===== config.mk =====
export PLATFORM = sky130hd
export DESIGN_NAME = rrdbg_serializer
export DESIGN_NICKNAME = d
export VERILOG_FILES = /design/src/inc/rrdbg_pkg.sv /design/src/inc/rrdbg_lane_if.sv /design/src/hw/rrdbg_lane_mux.sv /design/src/hw/rrdbg_serializer.sv
export SDC_FILE = /design/constraint.sdc
export NUM_CORES = 1
export LEC_CHECK = 0
export BUFFER_PORTS_ARGS = -buffer_cell sky130_fd_sc_hd__buf_2
export CAP_MARGIN = 5
export CELL_PAD_IN_SITES_DETAIL_PLACEMENT = 1
export CELL_PAD_IN_SITES_GLOBAL_PLACEMENT = 2
export CORE_ASPECT_RATIO = 1.1
export CORE_MARGIN = 4
export CORE_UTILIZATION = 44
export DETAILED_ROUTE_END_ITERATION = 10
export PLACE_DENSITY_LB_ADDON = 0.1
export SLEW_MARGIN = 20
export SYNTH_ARGS = -nofsm -noshare
export SYNTH_HDL_FRONTEND = slang
export SYNTH_HIERARCHICAL = 1
export SYNTH_SLANG_ARGS = --single-unit

===== constraint.sdc =====
create_clock -name clk -period 11.1 [get_ports clk]
set_input_delay 2.22 -clock clk [delete_from_list [all_inputs] [get_ports clk]]
set_output_delay 2.22 -clock clk [all_outputs]
set_load 0.05 [all_outputs]

===== src/inc/rrdbg_pkg.sv =====
// Constants and types for the raw sample debug serializer.
// Assumes one 10 MHz system clock and an active-low asynchronous reset.
`default_nettype none
package rrdbg_pkg;
   // Port shape
   localparam int LANES = 4;
   localparam int SAMPLE_W = 12;
   localparam int EDGES_PER_SAMPLE = SAMPLE_W / LANES;
   localparam int EDGES_PER_FRAME = 12;
   localparam int SAMPLES_PER_FRAME = EDGES_PER_FRAME / EDGES_PER_SAMPLE;
   localparam int FRAME_W = EDGES_PER_FRAME * LANES;
   localparam int FRAME_HIGH_EDGES = EDGES_PER_FRAME / 2;
   localparam logic [3:0] LAST_EDGE = 4'hb;
   localparam logic [2:0] FULL_COUNT = 3'h4;
   // Each bit slot lasts two system clocks so the data is steady around each bit clock edge
   localparam int CLK_PERIOD_PS = 100000;
   localparam int BIT_MIN_PS = 9600;
   localparam int SLOT_CYC = ((BIT_MIN_PS + CLK_PERIOD_PS - 1) / CLK_PERIOD_PS) < 2 ? 2 :
                             ((BIT_MIN_PS + CLK_PERIOD_PS - 1) / CLK_PERIOD_PS);
   // Idle edges after a frame so the port rate matches the selected aggregate rate, except 320, whose 3 idle edges round up to 4 (16-edge frame period)
   typedef enum logic [1:0] {RRDBG_RATE_400, RRDBG_RATE_320, RRDBG_RATE_200,
                             RRDBG_RATE_160} rrdbg_rate_t;
   localparam logic [4:0] GAP_400 = 5'h00;
   localparam logic [4:0] GAP_320 = 5'h03;
   localparam logic [4:0] GAP_200 = 5'h0c;
   localparam logic [4:0] GAP_160 = 5'h12;
   localparam logic [LANES-1:0] LANES_IDLE = 4'h0;
   typedef enum logic [1:0] {RRDBG_IDLE, RRDBG_SEND, RRDBG_GAP} rrdbg_state_t;
endpackage
`default_nettype wire

===== src/inc/rrdbg_lane_if.sv =====
// Carrier between the serializer and its lane multiplexer.
// Assumes both ends sit in the same clock domain; the signals are combinational.
`default_nettype none
interface rrdbg_lane_if;
   import rrdbg_pkg::*;
   logic [FRAME_W-1:0] word;
   logic [3:0] edge_idx;
   logic [LANES-1:0] nibble;
   modport ctrl (output word, output edge_idx, input nibble);
   modport mux (input word, input edge_idx, output nibble);
endinterface
`default_nettype wire


===== src/hw/rrdbg_lane_mux.sv =====
// Picks the four lane bits for one bit clock edge out of a 48-bit frame word.
// Assumes edge_idx stays below the frame length; larger values give zero.
`default_nettype none
module rrdbg_lane_mux
   import rrdbg_pkg::*;
(
   // Frame word and edge select
   rrdbg_lane_if.mux lm
);
   genvar g;
   generate
      for (g = 0; g < LANES; g++) begin : g_lane
         // Most significant nibble on the first edge, lane 3 carries the top bit
         always_comb begin
            if (lm.edge_idx < 4'(EDGES_PER_FRAME)) begin
               lm.nibble[g] = lm.word[FRAME_W - LANES * (int'(lm.edge_idx) + 1) + g];
            end else begin
               lm.nibble[g] = 1'b0;
            end
         end
      end
   endgenerate
endmodule
`default_nettype wire


===== src/hw/rrdbg_serializer.sv =====
// Raw sample debug serializer: packs four 12-bit channel samples per frame onto four lanes.
// Assumes samples arrive from logic on the same clock; rate_sel is steady or changes
// only between frames.
`default_nettype none
module rrdbg_serializer
   import rrdbg_pkg::*;
(
   // Clock and reset
   input wire logic clk,
   input wire logic nrst,
   // Sample input stream
   input wire logic [SAMPLE_W-1:0] sample_data,
   input wire logic sample_valid,
   output logic sample_ready,
   // Rate selection
   input wire logic [1:0] rate_sel,
   // Debug port pins
   output logic port_bit_clock_pin,
   output logic frame_clock_pin,
   output logic [LANES-1:0] sample_data_lanes
);
   rrdbg_state_t state_q, state_d;
   logic ph_q, ph_d;
   logic bclk_q, bclk_d;
   logic frm_q, frm_d;
   logic [LANES-1:0] lanes_q, lanes_d;
   logic [3:0] edge_q, edge_d;
   logic [4:0] gap_q, gap_d;
   logic [FRAME_W-1:0] buf_q, buf_d;
   logic [FRAME_W-1:0] word_q, word_d;
   logic [2:0] cnt_q, cnt_d;
   logic [4:0] gap_sel;
   logic accept;
   logic last_slot;
   logic start;
   rrdbg_lane_if lif ();

   rrdbg_lane_mux u_mux (
      .lm (lif.mux)
   );

   always_comb begin
      unique case (rrdbg_rate_t'(rate_sel))
         RRDBG_RATE_400: gap_sel = GAP_400;
         RRDBG_RATE_320: gap_sel = GAP_320;
         RRDBG_RATE_200: gap_sel = GAP_200;
         RRDBG_RATE_160: gap_sel = GAP_160;
      endcase
   end

   // Slot boundary is ph_q high; the bit clock moves one cycle later, mid-bit
   assign sample_ready = cnt_q != FULL_COUNT;
   assign accept = sample_valid && sample_ready;
   assign last_slot = state_q == RRDBG_SEND && edge_q == LAST_EDGE;
   // Only a slot whose bit clock edge rises may open a frame
   assign start = ph_q && !bclk_q && cnt_q == FULL_COUNT &&
                  (state_q == RRDBG_IDLE || (last_slot && gap_sel == GAP_400));

   always_comb begin
      lif.word = start ? buf_q : word_q;
      lif.edge_idx = start ? 4'h0 : edge_q + 4'h1;
   end

   always_comb begin
      ph_d = ~ph_q;
      bclk_d = ph_q ? bclk_q : ~bclk_q;
      state_d = state_q;
      frm_d = frm_q;
      lanes_d = lanes_q;
      edge_d = edge_q;
      gap_d = gap_q;
      word_d = word_q;
      buf_d = buf_q;
      cnt_d = cnt_q;
      if (accept) begin
         // Channels fill the word in arrival order, first one at the top
         buf_d[FRAME_W - 1 - SAMPLE_W * int'(cnt_q) -: SAMPLE_W] = sample_data;
         cnt_d = cnt_q + 3'h1;
      end
      if (start) begin
         word_d = buf_q;
         cnt_d = 3'h0;
         state_d = RRDBG_SEND;
         edge_d = 4'h0;
         lanes_d = lif.nibble;
         frm_d = 1'b1;
      end else if (ph_q) begin
         unique case (state_q)
            RRDBG_IDLE: begin
               lanes_d = LANES_IDLE;
               frm_d = 1'b0;
            end
            RRDBG_SEND: begin
               if (last_slot) begin
                  lanes_d = LANES_IDLE;
                  frm_d = 1'b0;
                  // A frame ends after exactly twelve edges
                  state_d = gap_sel == GAP_400 ? RRDBG_IDLE : RRDBG_GAP;
                  // This slot is already the first idle edge and one more passes in GAP at count zero,
                  // so load two less; nonzero gap codes must therefore be two or more
                  gap_d = gap_sel - 5'h2;
               end else begin
                  edge_d = edge_q + 4'h1;
                  lanes_d = lif.nibble;
                  frm_d = lif.edge_idx < 4'(FRAME_HIGH_EDGES);
               end
            end
            RRDBG_GAP: begin
               // Gap keeps lanes and frame clock low while the bit clock keeps running
               lanes_d = LANES_IDLE;
               frm_d = 1'b0;
               if (gap_q == 5'h0) begin
                  state_d = RRDBG_IDLE;
               end else begin
                  gap_d = gap_q - 5'h1;
               end
            end
            default: state_d = RRDBG_IDLE;
         endcase
      end
      if (start && accept) begin
         // The new sample lands in the freed buffer, not the word now leaving
         buf_d[FRAME_W - 1 -: SAMPLE_W] = sample_data;
         cnt_d = 3'h1;
      end
   end

   always_ff @(posedge clk or negedge nrst) begin
      if (!nrst) begin
         state_q <= RRDBG_IDLE;
         ph_q <= 1'b0;
         bclk_q <= 1'b0;
         frm_q <= 1'b0;
         lanes_q <= LANES_IDLE;
         edge_q <= 4'h0;
         gap_q <= 5'h00;
         buf_q <= '0;
         word_q <= '0;
         cnt_q <= 3'h0;
      end else begin
         state_q <= state_d;
         ph_q <= ph_d;
         bclk_q <= bclk_d;
         frm_q <= frm_d;
         lanes_q <= lanes_d;
         edge_q <= edge_d;
         gap_q <= gap_d;
         buf_q <= buf_d;
         word_q <= word_d;
         cnt_q <= cnt_d;
      end
   end

   assign port_bit_clock_pin = bclk_q;
   assign frame_clock_pin = frm_q;
   assign sample_data_lanes = lanes_q;

   // Checks
   logic [4:0] hi_cnt_q;
   always_ff @(posedge clk or negedge nrst) begin
      if (!nrst) begin
         hi_cnt_q <= 5'h00;
      end else begin
         hi_cnt_q <= frm_q ? hi_cnt_q + 5'h1 : 5'h00;
      end
   end
endmodule
`default_nettype wire


---- Word level (Yosys, flattened, before mapping) ----
Index checks and enable logic that the tools add are counted.
word-level totals
  logic and storage cells ................. 118
  output and inout bits ................... 7
  register bits after elaboration ......... 117
operators by class
  reduce and logical (&&, ||, !) cells .... 24
  add/sub/neg operators ................... 11
  shifts and indexed selects .............. 2
  magnitude comparators ................... 6
  multipliers ............................. 1
  bitwise gates (word level) .............. 3
  equality and inequality tests ........... 14
  muxes and demuxes ....................... 46
operators by type and width
  kind                                                     number
  < comparator 32 x 8 -> 1 bit (second input constant)     4
  2-to-1 mux 48 bit                                        2
  adder 32 x 3 -> 32 bit (second input constant)           2
  variable shift 12 x 33 -> 59 bit (first input constant)  1
  variable part select 12 x 33 -> 59 bit                   1
  bitwise mux 48 bit                                       1
  negator 8 -> 33 bit                                      1
  adder 32 x 2 -> 32 bit (second input constant)           1
  2-to-1 mux 4 bit                                         8
  subtractor 7 x 32 -> 32 bit (first input constant)       1
  binary-select mux 1 bit (select 6 bit)                   4
  one-hot mux 5 bit (4 select lines)                       1
  2-to-1 mux 1 bit                                         15
  2-to-1 mux 12 bit                                        1
  logical NOT 5 bit                                        2
  2-to-1 mux 2 bit                                         5
  2-to-1 mux 5 bit                                         2
  one-hot mux 5 bit (2 select lines)                       1
  2-to-1 mux 3 bit                                         3
  inequality test 3 bit (second input constant)            3
  one-hot mux 4 bit (2 select lines)                       1
  nonzero test 2 bit                                       4
  subtractor 6 x 7 -> 8 bit (first input constant)         1
  logical AND 1 bit                                        7
  other kinds (26)                                         35

---- Logic depth before layout (Yosys ltp) ----
  word-level depth ........................ 18
  gate-level depth with buffers ........... 16
  depth with buffers taken out ............ 12

---- Hierarchy ----
The synthesis kept the hierarchy.
by module, submodules not included
  module            times used  area each (µm²)  cells each
  rrdbg_serializer  1           5564.1           536
  rrdbg_lane_mux    1           529.3            45

---- Worst setup path before layout ----
Ideal clock, no wire load.
  path type ............................... input-to-reg
  start point ............................. in rate_sel[1]
  end point ............................... reg lanes_q[0], in the netlist sample_data_lanes[0]
  required time ........................... 10979 ps
  slack ................................... 5916 ps
  stages on the path ...................... 14
  setup time .............................. 121 ps
  path buffers ............................ 2
  data arrival time ....................... 5063 ps
  cells stage by stage .................... inv_1 > ha_1 > nand4b_1 > a211oi_2 > clkbuf_1 > nor2_1 > ha_1 > buf_6 > nand3_1 > a21oi_1 > o31a_1 > or2_4 > o211a_1 > a22o_1
between the ends
  cells in the longest elaborated chain, start to end .. 17
RTL lines
  item                                                 line                     RTL
  start, declared                                      rrdbg_serializer.sv:16   input wire logic [1:0] rate_sel,
  equality test 2 bit (tied with other cells)          rrdbg_serializer.sv:43   unique case (rrdbg_rate_t'(rate_sel))
  one-hot mux 5 bit (4 select lines) *                 rrdbg_serializer.sv:43
  logical NOT 5 bit *                                  rrdbg_serializer.sv:57   (state_q == RRDBG_IDLE || (last_slot && gap_sel == GAP_400));
  logical AND 1 bit *                                  rrdbg_serializer.sv:57
  logical OR 1 bit *                                   rrdbg_serializer.sv:57
  logical AND 1 bit *                                  rrdbg_serializer.sv:56   assign start = ph_q && !bclk_q && cnt_q == FULL_COUNT &&
  2-to-1 mux 4 bit                                     rrdbg_serializer.sv:61   lif.edge_idx = start ? 4'h0 : edge_q + 4'h1;
  adder 4 x 1 -> 5 bit                                 rrdbg_lane_mux.sv:16     lm.nibble[g] = lm.word[FRAME_W - LANES * (int'(lm.edge_idx) + 1) + g];
  subtractor 7 x 32 -> 32 bit                          rrdbg_lane_mux.sv:16
  binary-select mux 1 bit (select 6 bit)               rrdbg_lane_mux.sv:16
  2-to-1 mux 1 bit (implied by the code) (2 in a row)  rrdbg_lane_mux.sv:16
  2-to-1 mux 1 bit *                                   rrdbg_lane_mux.sv:15     if (lm.edge_idx < 4'(EDGES_PER_FRAME)) begin
  net lif.nibble[0]                                    rrdbg_lane_if.sv:8       logic [LANES-1:0] nibble;
  2-to-1 mux 4 bit                                     rrdbg_serializer.sv:94   if (last_slot) begin
  one-hot mux 4 bit (2 select lines)                   rrdbg_serializer.sv:88   unique case (state_q)
  2-to-1 mux 4 bit                                     rrdbg_serializer.sv:87   end else if (ph_q) begin
  2-to-1 mux 4 bit *                                   rrdbg_serializer.sv:80   if (start) begin
  end signal, assigned                                 rrdbg_serializer.sv:145  lanes_q <= lanes_d;
  end, declared                                        rrdbg_serializer.sv:26   logic [LANES-1:0] lanes_q, lanes_d;
Mark *: on every way through the listed nets, which the timed path passes. The rest lies on a longest branch. The select of a mux whose other input is x is not followed.
A chain may end at the register's enable or synchronous reset.

---- Worst setup path in the final report ----
  start point ............................. in rate_sel[1]
  end point ............................... reg lanes_q[1], in the netlist sample_data_lanes[1]
between the ends
  cells in the longest elaborated chain, start to end .. 18
RTL lines
  item                                                 line
  equality test 2 bit (tied with other cells)          rrdbg_serializer.sv:43
  one-hot mux 5 bit (4 select lines) *                 rrdbg_serializer.sv:43
  logical NOT 5 bit *                                  rrdbg_serializer.sv:57
  logical AND 1 bit *                                  rrdbg_serializer.sv:57
  logical OR 1 bit *                                   rrdbg_serializer.sv:57
  logical AND 1 bit *                                  rrdbg_serializer.sv:56
  2-to-1 mux 4 bit                                     rrdbg_serializer.sv:61
  adder 4 x 1 -> 5 bit                                 rrdbg_lane_mux.sv:16
  [2 not listed]                                       n/a
  binary-select mux 1 bit (select 6 bit)               rrdbg_lane_mux.sv:16
  2-to-1 mux 1 bit (implied by the code) (2 in a row)  rrdbg_lane_mux.sv:16
  2-to-1 mux 1 bit *                                   rrdbg_lane_mux.sv:15
  net lif.nibble[1]                                    rrdbg_lane_if.sv:8
  2-to-1 mux 4 bit                                     rrdbg_serializer.sv:94
  one-hot mux 4 bit (2 select lines)                   rrdbg_serializer.sv:88
  2-to-1 mux 4 bit                                     rrdbg_serializer.sv:87
  2-to-1 mux 4 bit *                                   rrdbg_serializer.sv:80
Marks and branches as above.

==> impl_metrics.json <==
{
  "synth_nets": 613,
  "die_area_um2": 15800,
  "cts.root.buffer_cell": "clkbuf_16",
  "synth_xor_area_share_pct": 0.862,
  "ys_types": 61,
  "yosys_warnings": 6,
  "ys_seq_area_share_pct": 48.0,
  "postSynthCellCount": 581,
  "ys.flop_type": "dfrtp_1",
  "layout_commonest_cell": "nand2_1",
  "min_path_cells": 2,
  "rr_startpoint": "cnt_q[0]",
  "numCtsBuffers": 17,
  "nets": 633,
  "final_util_pct": 52.1,
  "grt_start_max_net_pins": 61,
  "synth-compound-area-share_pct": 10.3,
  "start_util_pct": 45.5,
  "ys_seq_elements": 117,
  "cts.repair.resized": 0,
  "hold_ws_ns": 0.477,
  "clock_power_share_pct": 24.9,
  "die_w_um": 120,
  "peakVddDrop_uv": 254,
  "layout_common_cells": "nand2_1, dfrtp_1, mux2_2",
  "cts_tree": "built",
  "grt_pass1_vias": 4648,
  "yosys.area_share.simple_pct": 18.2,
  "criticalPathCategory": "in -> reg",
  "leakagePower_nw": 3.38,
  "final-hold-violation-count": 0,
  "clock-sinks": 117,
  "layout-drive-gt1-share_pct": 22.8,
  "synth_edf_count": 0,
  "antenna_found_initial": 0,
  "cts_buffer_depth": 2,
  "status": "finished, final reports clean",
  "synth_mux_area_share_pct": 16.4,
  "pwr-share-comb_pct": 46.2,
  "postCtsSetupBuffers": 0,
  "antenna_cells": 0,
  "overflow": 0,
  "setup_violations": 0,
  "finalCritPeriodShare_pct": 53.6,
  "vias": 4369,
  "period_needed_ns": 5.94,
  "core_area_um2": 13400,
  "crit_arrival_ns": 6.24,
  "grt_setup_unrepaired": "false",
  "n_fill_cell": 1453,
  "crit_required_ns": 11.40,
  "cp-start-kind": "input port",
  "die_h_um": 131,
  "antenna_left": 0,
  "row_count": 44,
  "gp_congestion": 0.848,
  "clock_latency_ns": 0.42,
  "min_from": "word_q[40]",
  "p_seq_share_pct": 28.8,
  "port_buffers": 23,
  "synth_top_family_by_area": "simple AND/OR/NAND/NOR gates",
  "synth_fa_ha_area_share_pct": 3.33,
  "htree_num_levels": 4,
  "slew_headroom_pct": 31.5,
  "tns_ns": 0,
  "p_int_mw": 1.37,
  "track_usage_pct": 21.8,
  "synthArstFlopShare_pct": 100,
  "drt-total-wl_um": 16200,
  "reg2reg_slack_ns": 5.81,
  "tightestPinTransition_ns": 1.02,
  "worst-path-max-fanout": 55,
  "clk_pin_slew_ns": 0.06,
  "wl_per_cell_um": 20.3,
  "slew_violations": 0,
  "ios": 24,
  "via_per_inst": 5.47,
  "synth_area_um2": 6090,
  "synthToLayoutAreaGrowth_pct": 14.4,
  "drtIter0Drc": 243,
  "p_sw_uw": 937,
  "fin_skew_ns": 0.00904,
  "regToRegEndpoint": "sample_data_lanes[1]",
  "r2r_cells": 13,
  "drc": 0,
  "maxCapViolCount": 0,
  "p_per_area_nw_per_um2": 331,
  "drtPass1Iterations": 4,
  "cts-hold-fix-buffers": 0,
  "syn_avg_cell_area_um2": 10.5,
  "hold_class": "reg -> reg",
  "dp.final_hpwl_um": 11800,
  "endpoint_kind": "flop",
  "sw_frac_of_total_pct": 40.7,
  "max_freq_ghz": 0.168,
  "min_to": "word_q[40]",
  "grt_pass1_wl_um": 26500
}
[logic make-up (layout without fill, tap and decap cells)]
family,Yosys count,after routing
muxes,76,76
adders and majority gates,15,15
xor gates and xnor gates,6,6
and+or+nand+nor,246,246
AOI/OAI and AO/OA,82,82
buffers and inverters,39,72
DFF,117,117
[registers in the layout (all words and copies together) (netlist names), 2 cells and up]
name and flops:
buf_q 48, word_q 48, gap_q 5, edge_q 4, sample_data_lanes 4, cnt_q 3
state_q 2
[critical path: stages]
cell	delay, ns
buf_2	0.12
inv_1	0.09
ha_1	0.25
nand4b_1	0.23
a211oi_4	0.30
buf_4	0.51
nor2_1	0.39
ha_1	0.82
nand3_1	0.18
a21oi_1	0.32
nor4_2	0.10
or2_4	0.26
o211a_1	0.23
a22o_1	0.19
[per-stage QoR]
stage / area (µm²) / std cells / power, mW / setup WS [ns]
2_1_floorplan: 6090 / 581 / 1.48 / 5.92
3_3_place_gp: 6350 / 766 / 1.70 / 4.92
3_5_place_dp: 6350 / 766 / 1.73 / 4.78
4_1_cts: 6970 / 798 / 2.32 / 5.15
5_1_grt: 6970 / 798 / 2.46 / 4.85
6_report: 6970 / 798 / 2.30 / 5.16
[cell type report]
cell class | instances | area [µm²] | share of cell area [%]
multi-input cells | 425 | 3000 | 43.0
clock buffers | 17 | 425 | 6.10
repair buffers | 26 | 140 | 2.01
well taps | 184 | 230 | 3.30
clock inverters | 15 | 194 | 2.78
inverters | 14 | 52.6 | 0.754
flip-flops and latches | 117 | 2930 | 42.0
[how the worst max path moves through the flow]
| stage | start | to | slack, ns | cells past startpoint |
|---|---|---|---|---|
| 3_3_place_gp | rate_sel[1] | sample_data_lanes[0] | 4.92 | 13 |
| 2_1_floorplan | rate_sel[1] | sample_data_lanes[0] | 5.92 | 14 |
| 5_1_grt | rate_sel[1] | sample_data_lanes[1] | 4.85 | 13 |
| 4_1_cts | rate_sel[1] | sample_data_lanes[1] | 5.15 | 13 |
| 3_5_place_dp | rate_sel[1] | sample_data_lanes[1] | 4.78 | 13 |
| 6_report | rate_sel[1] | sample_data_lanes[1] | 5.16 | 14 |
[power groups by stage]
| stage | logic (mW) | registers (mW) | clock network [mW] |
|---|---|---|---|
| floorplan | 0.838 | 0.638 | 0 |
| global placement | 1.03 | 0.664 | 0 |
| detailed placement | 1.06 | 0.669 | 0 |
| CTS | 1.07 | 0.664 | 0.584 |
| global route | 1.17 | 0.682 | 0.605 |
| finish | 1.06 | 0.664 | 0.574 |
[per-layer routing]
metal / wire, µm / GRT usage, % / vias to the layer above
met3: 428 / 3.96 / 20
met1: 7580 / 30.1 / 2181
li1: - / - / 2094
met4: 337 / 7.45 / 0
met5: 0 / 0 / -
met2: 7870 / 34.8 / 74
[cells in the mapped netlist (4+ instances only)]
| library cell | n | area share [%] |
|---|---|---|
| clkbuf_1 | 16 | 0.99 |
| nand3b_1 | 5 | 0.62 |
| mux4_2 | 9 | 3.3 |
| a2bb2oi_1 | 4 | 0.57 |
| nand2_1 | 169 | 10 |
| xnor2_1 | 4 | 0.57 |
| nor2_1 | 19 | 1.2 |
| a22oi_1 | 4 | 0.49 |
| nor2b_1 | 9 | 0.92 |
| ha_1 | 13 | 2.7 |
| buf_2 | 6 | 0.49 |
| a31oi_1 | 7 | 0.72 |
| o21ai_0 | 9 | 0.74 |
| nand2b_1 | 7 | 0.72 |
| inv_1 | 14 | 0.86 |
| nor3_1 | 5 | 0.41 |
| a22o_1 | 13 | 1.9 |
| mux2_1 | 4 | 0.74 |
| a21oi_1 | 16 | 1.3 |
| dfrtp_1 | 117 | 48 |
| nand3_1 | 11 | 0.90 |
| a32o_1 | 4 | 0.66 |
| mux2_2 | 57 | 11 |
(Power assumes the default switching activity.)
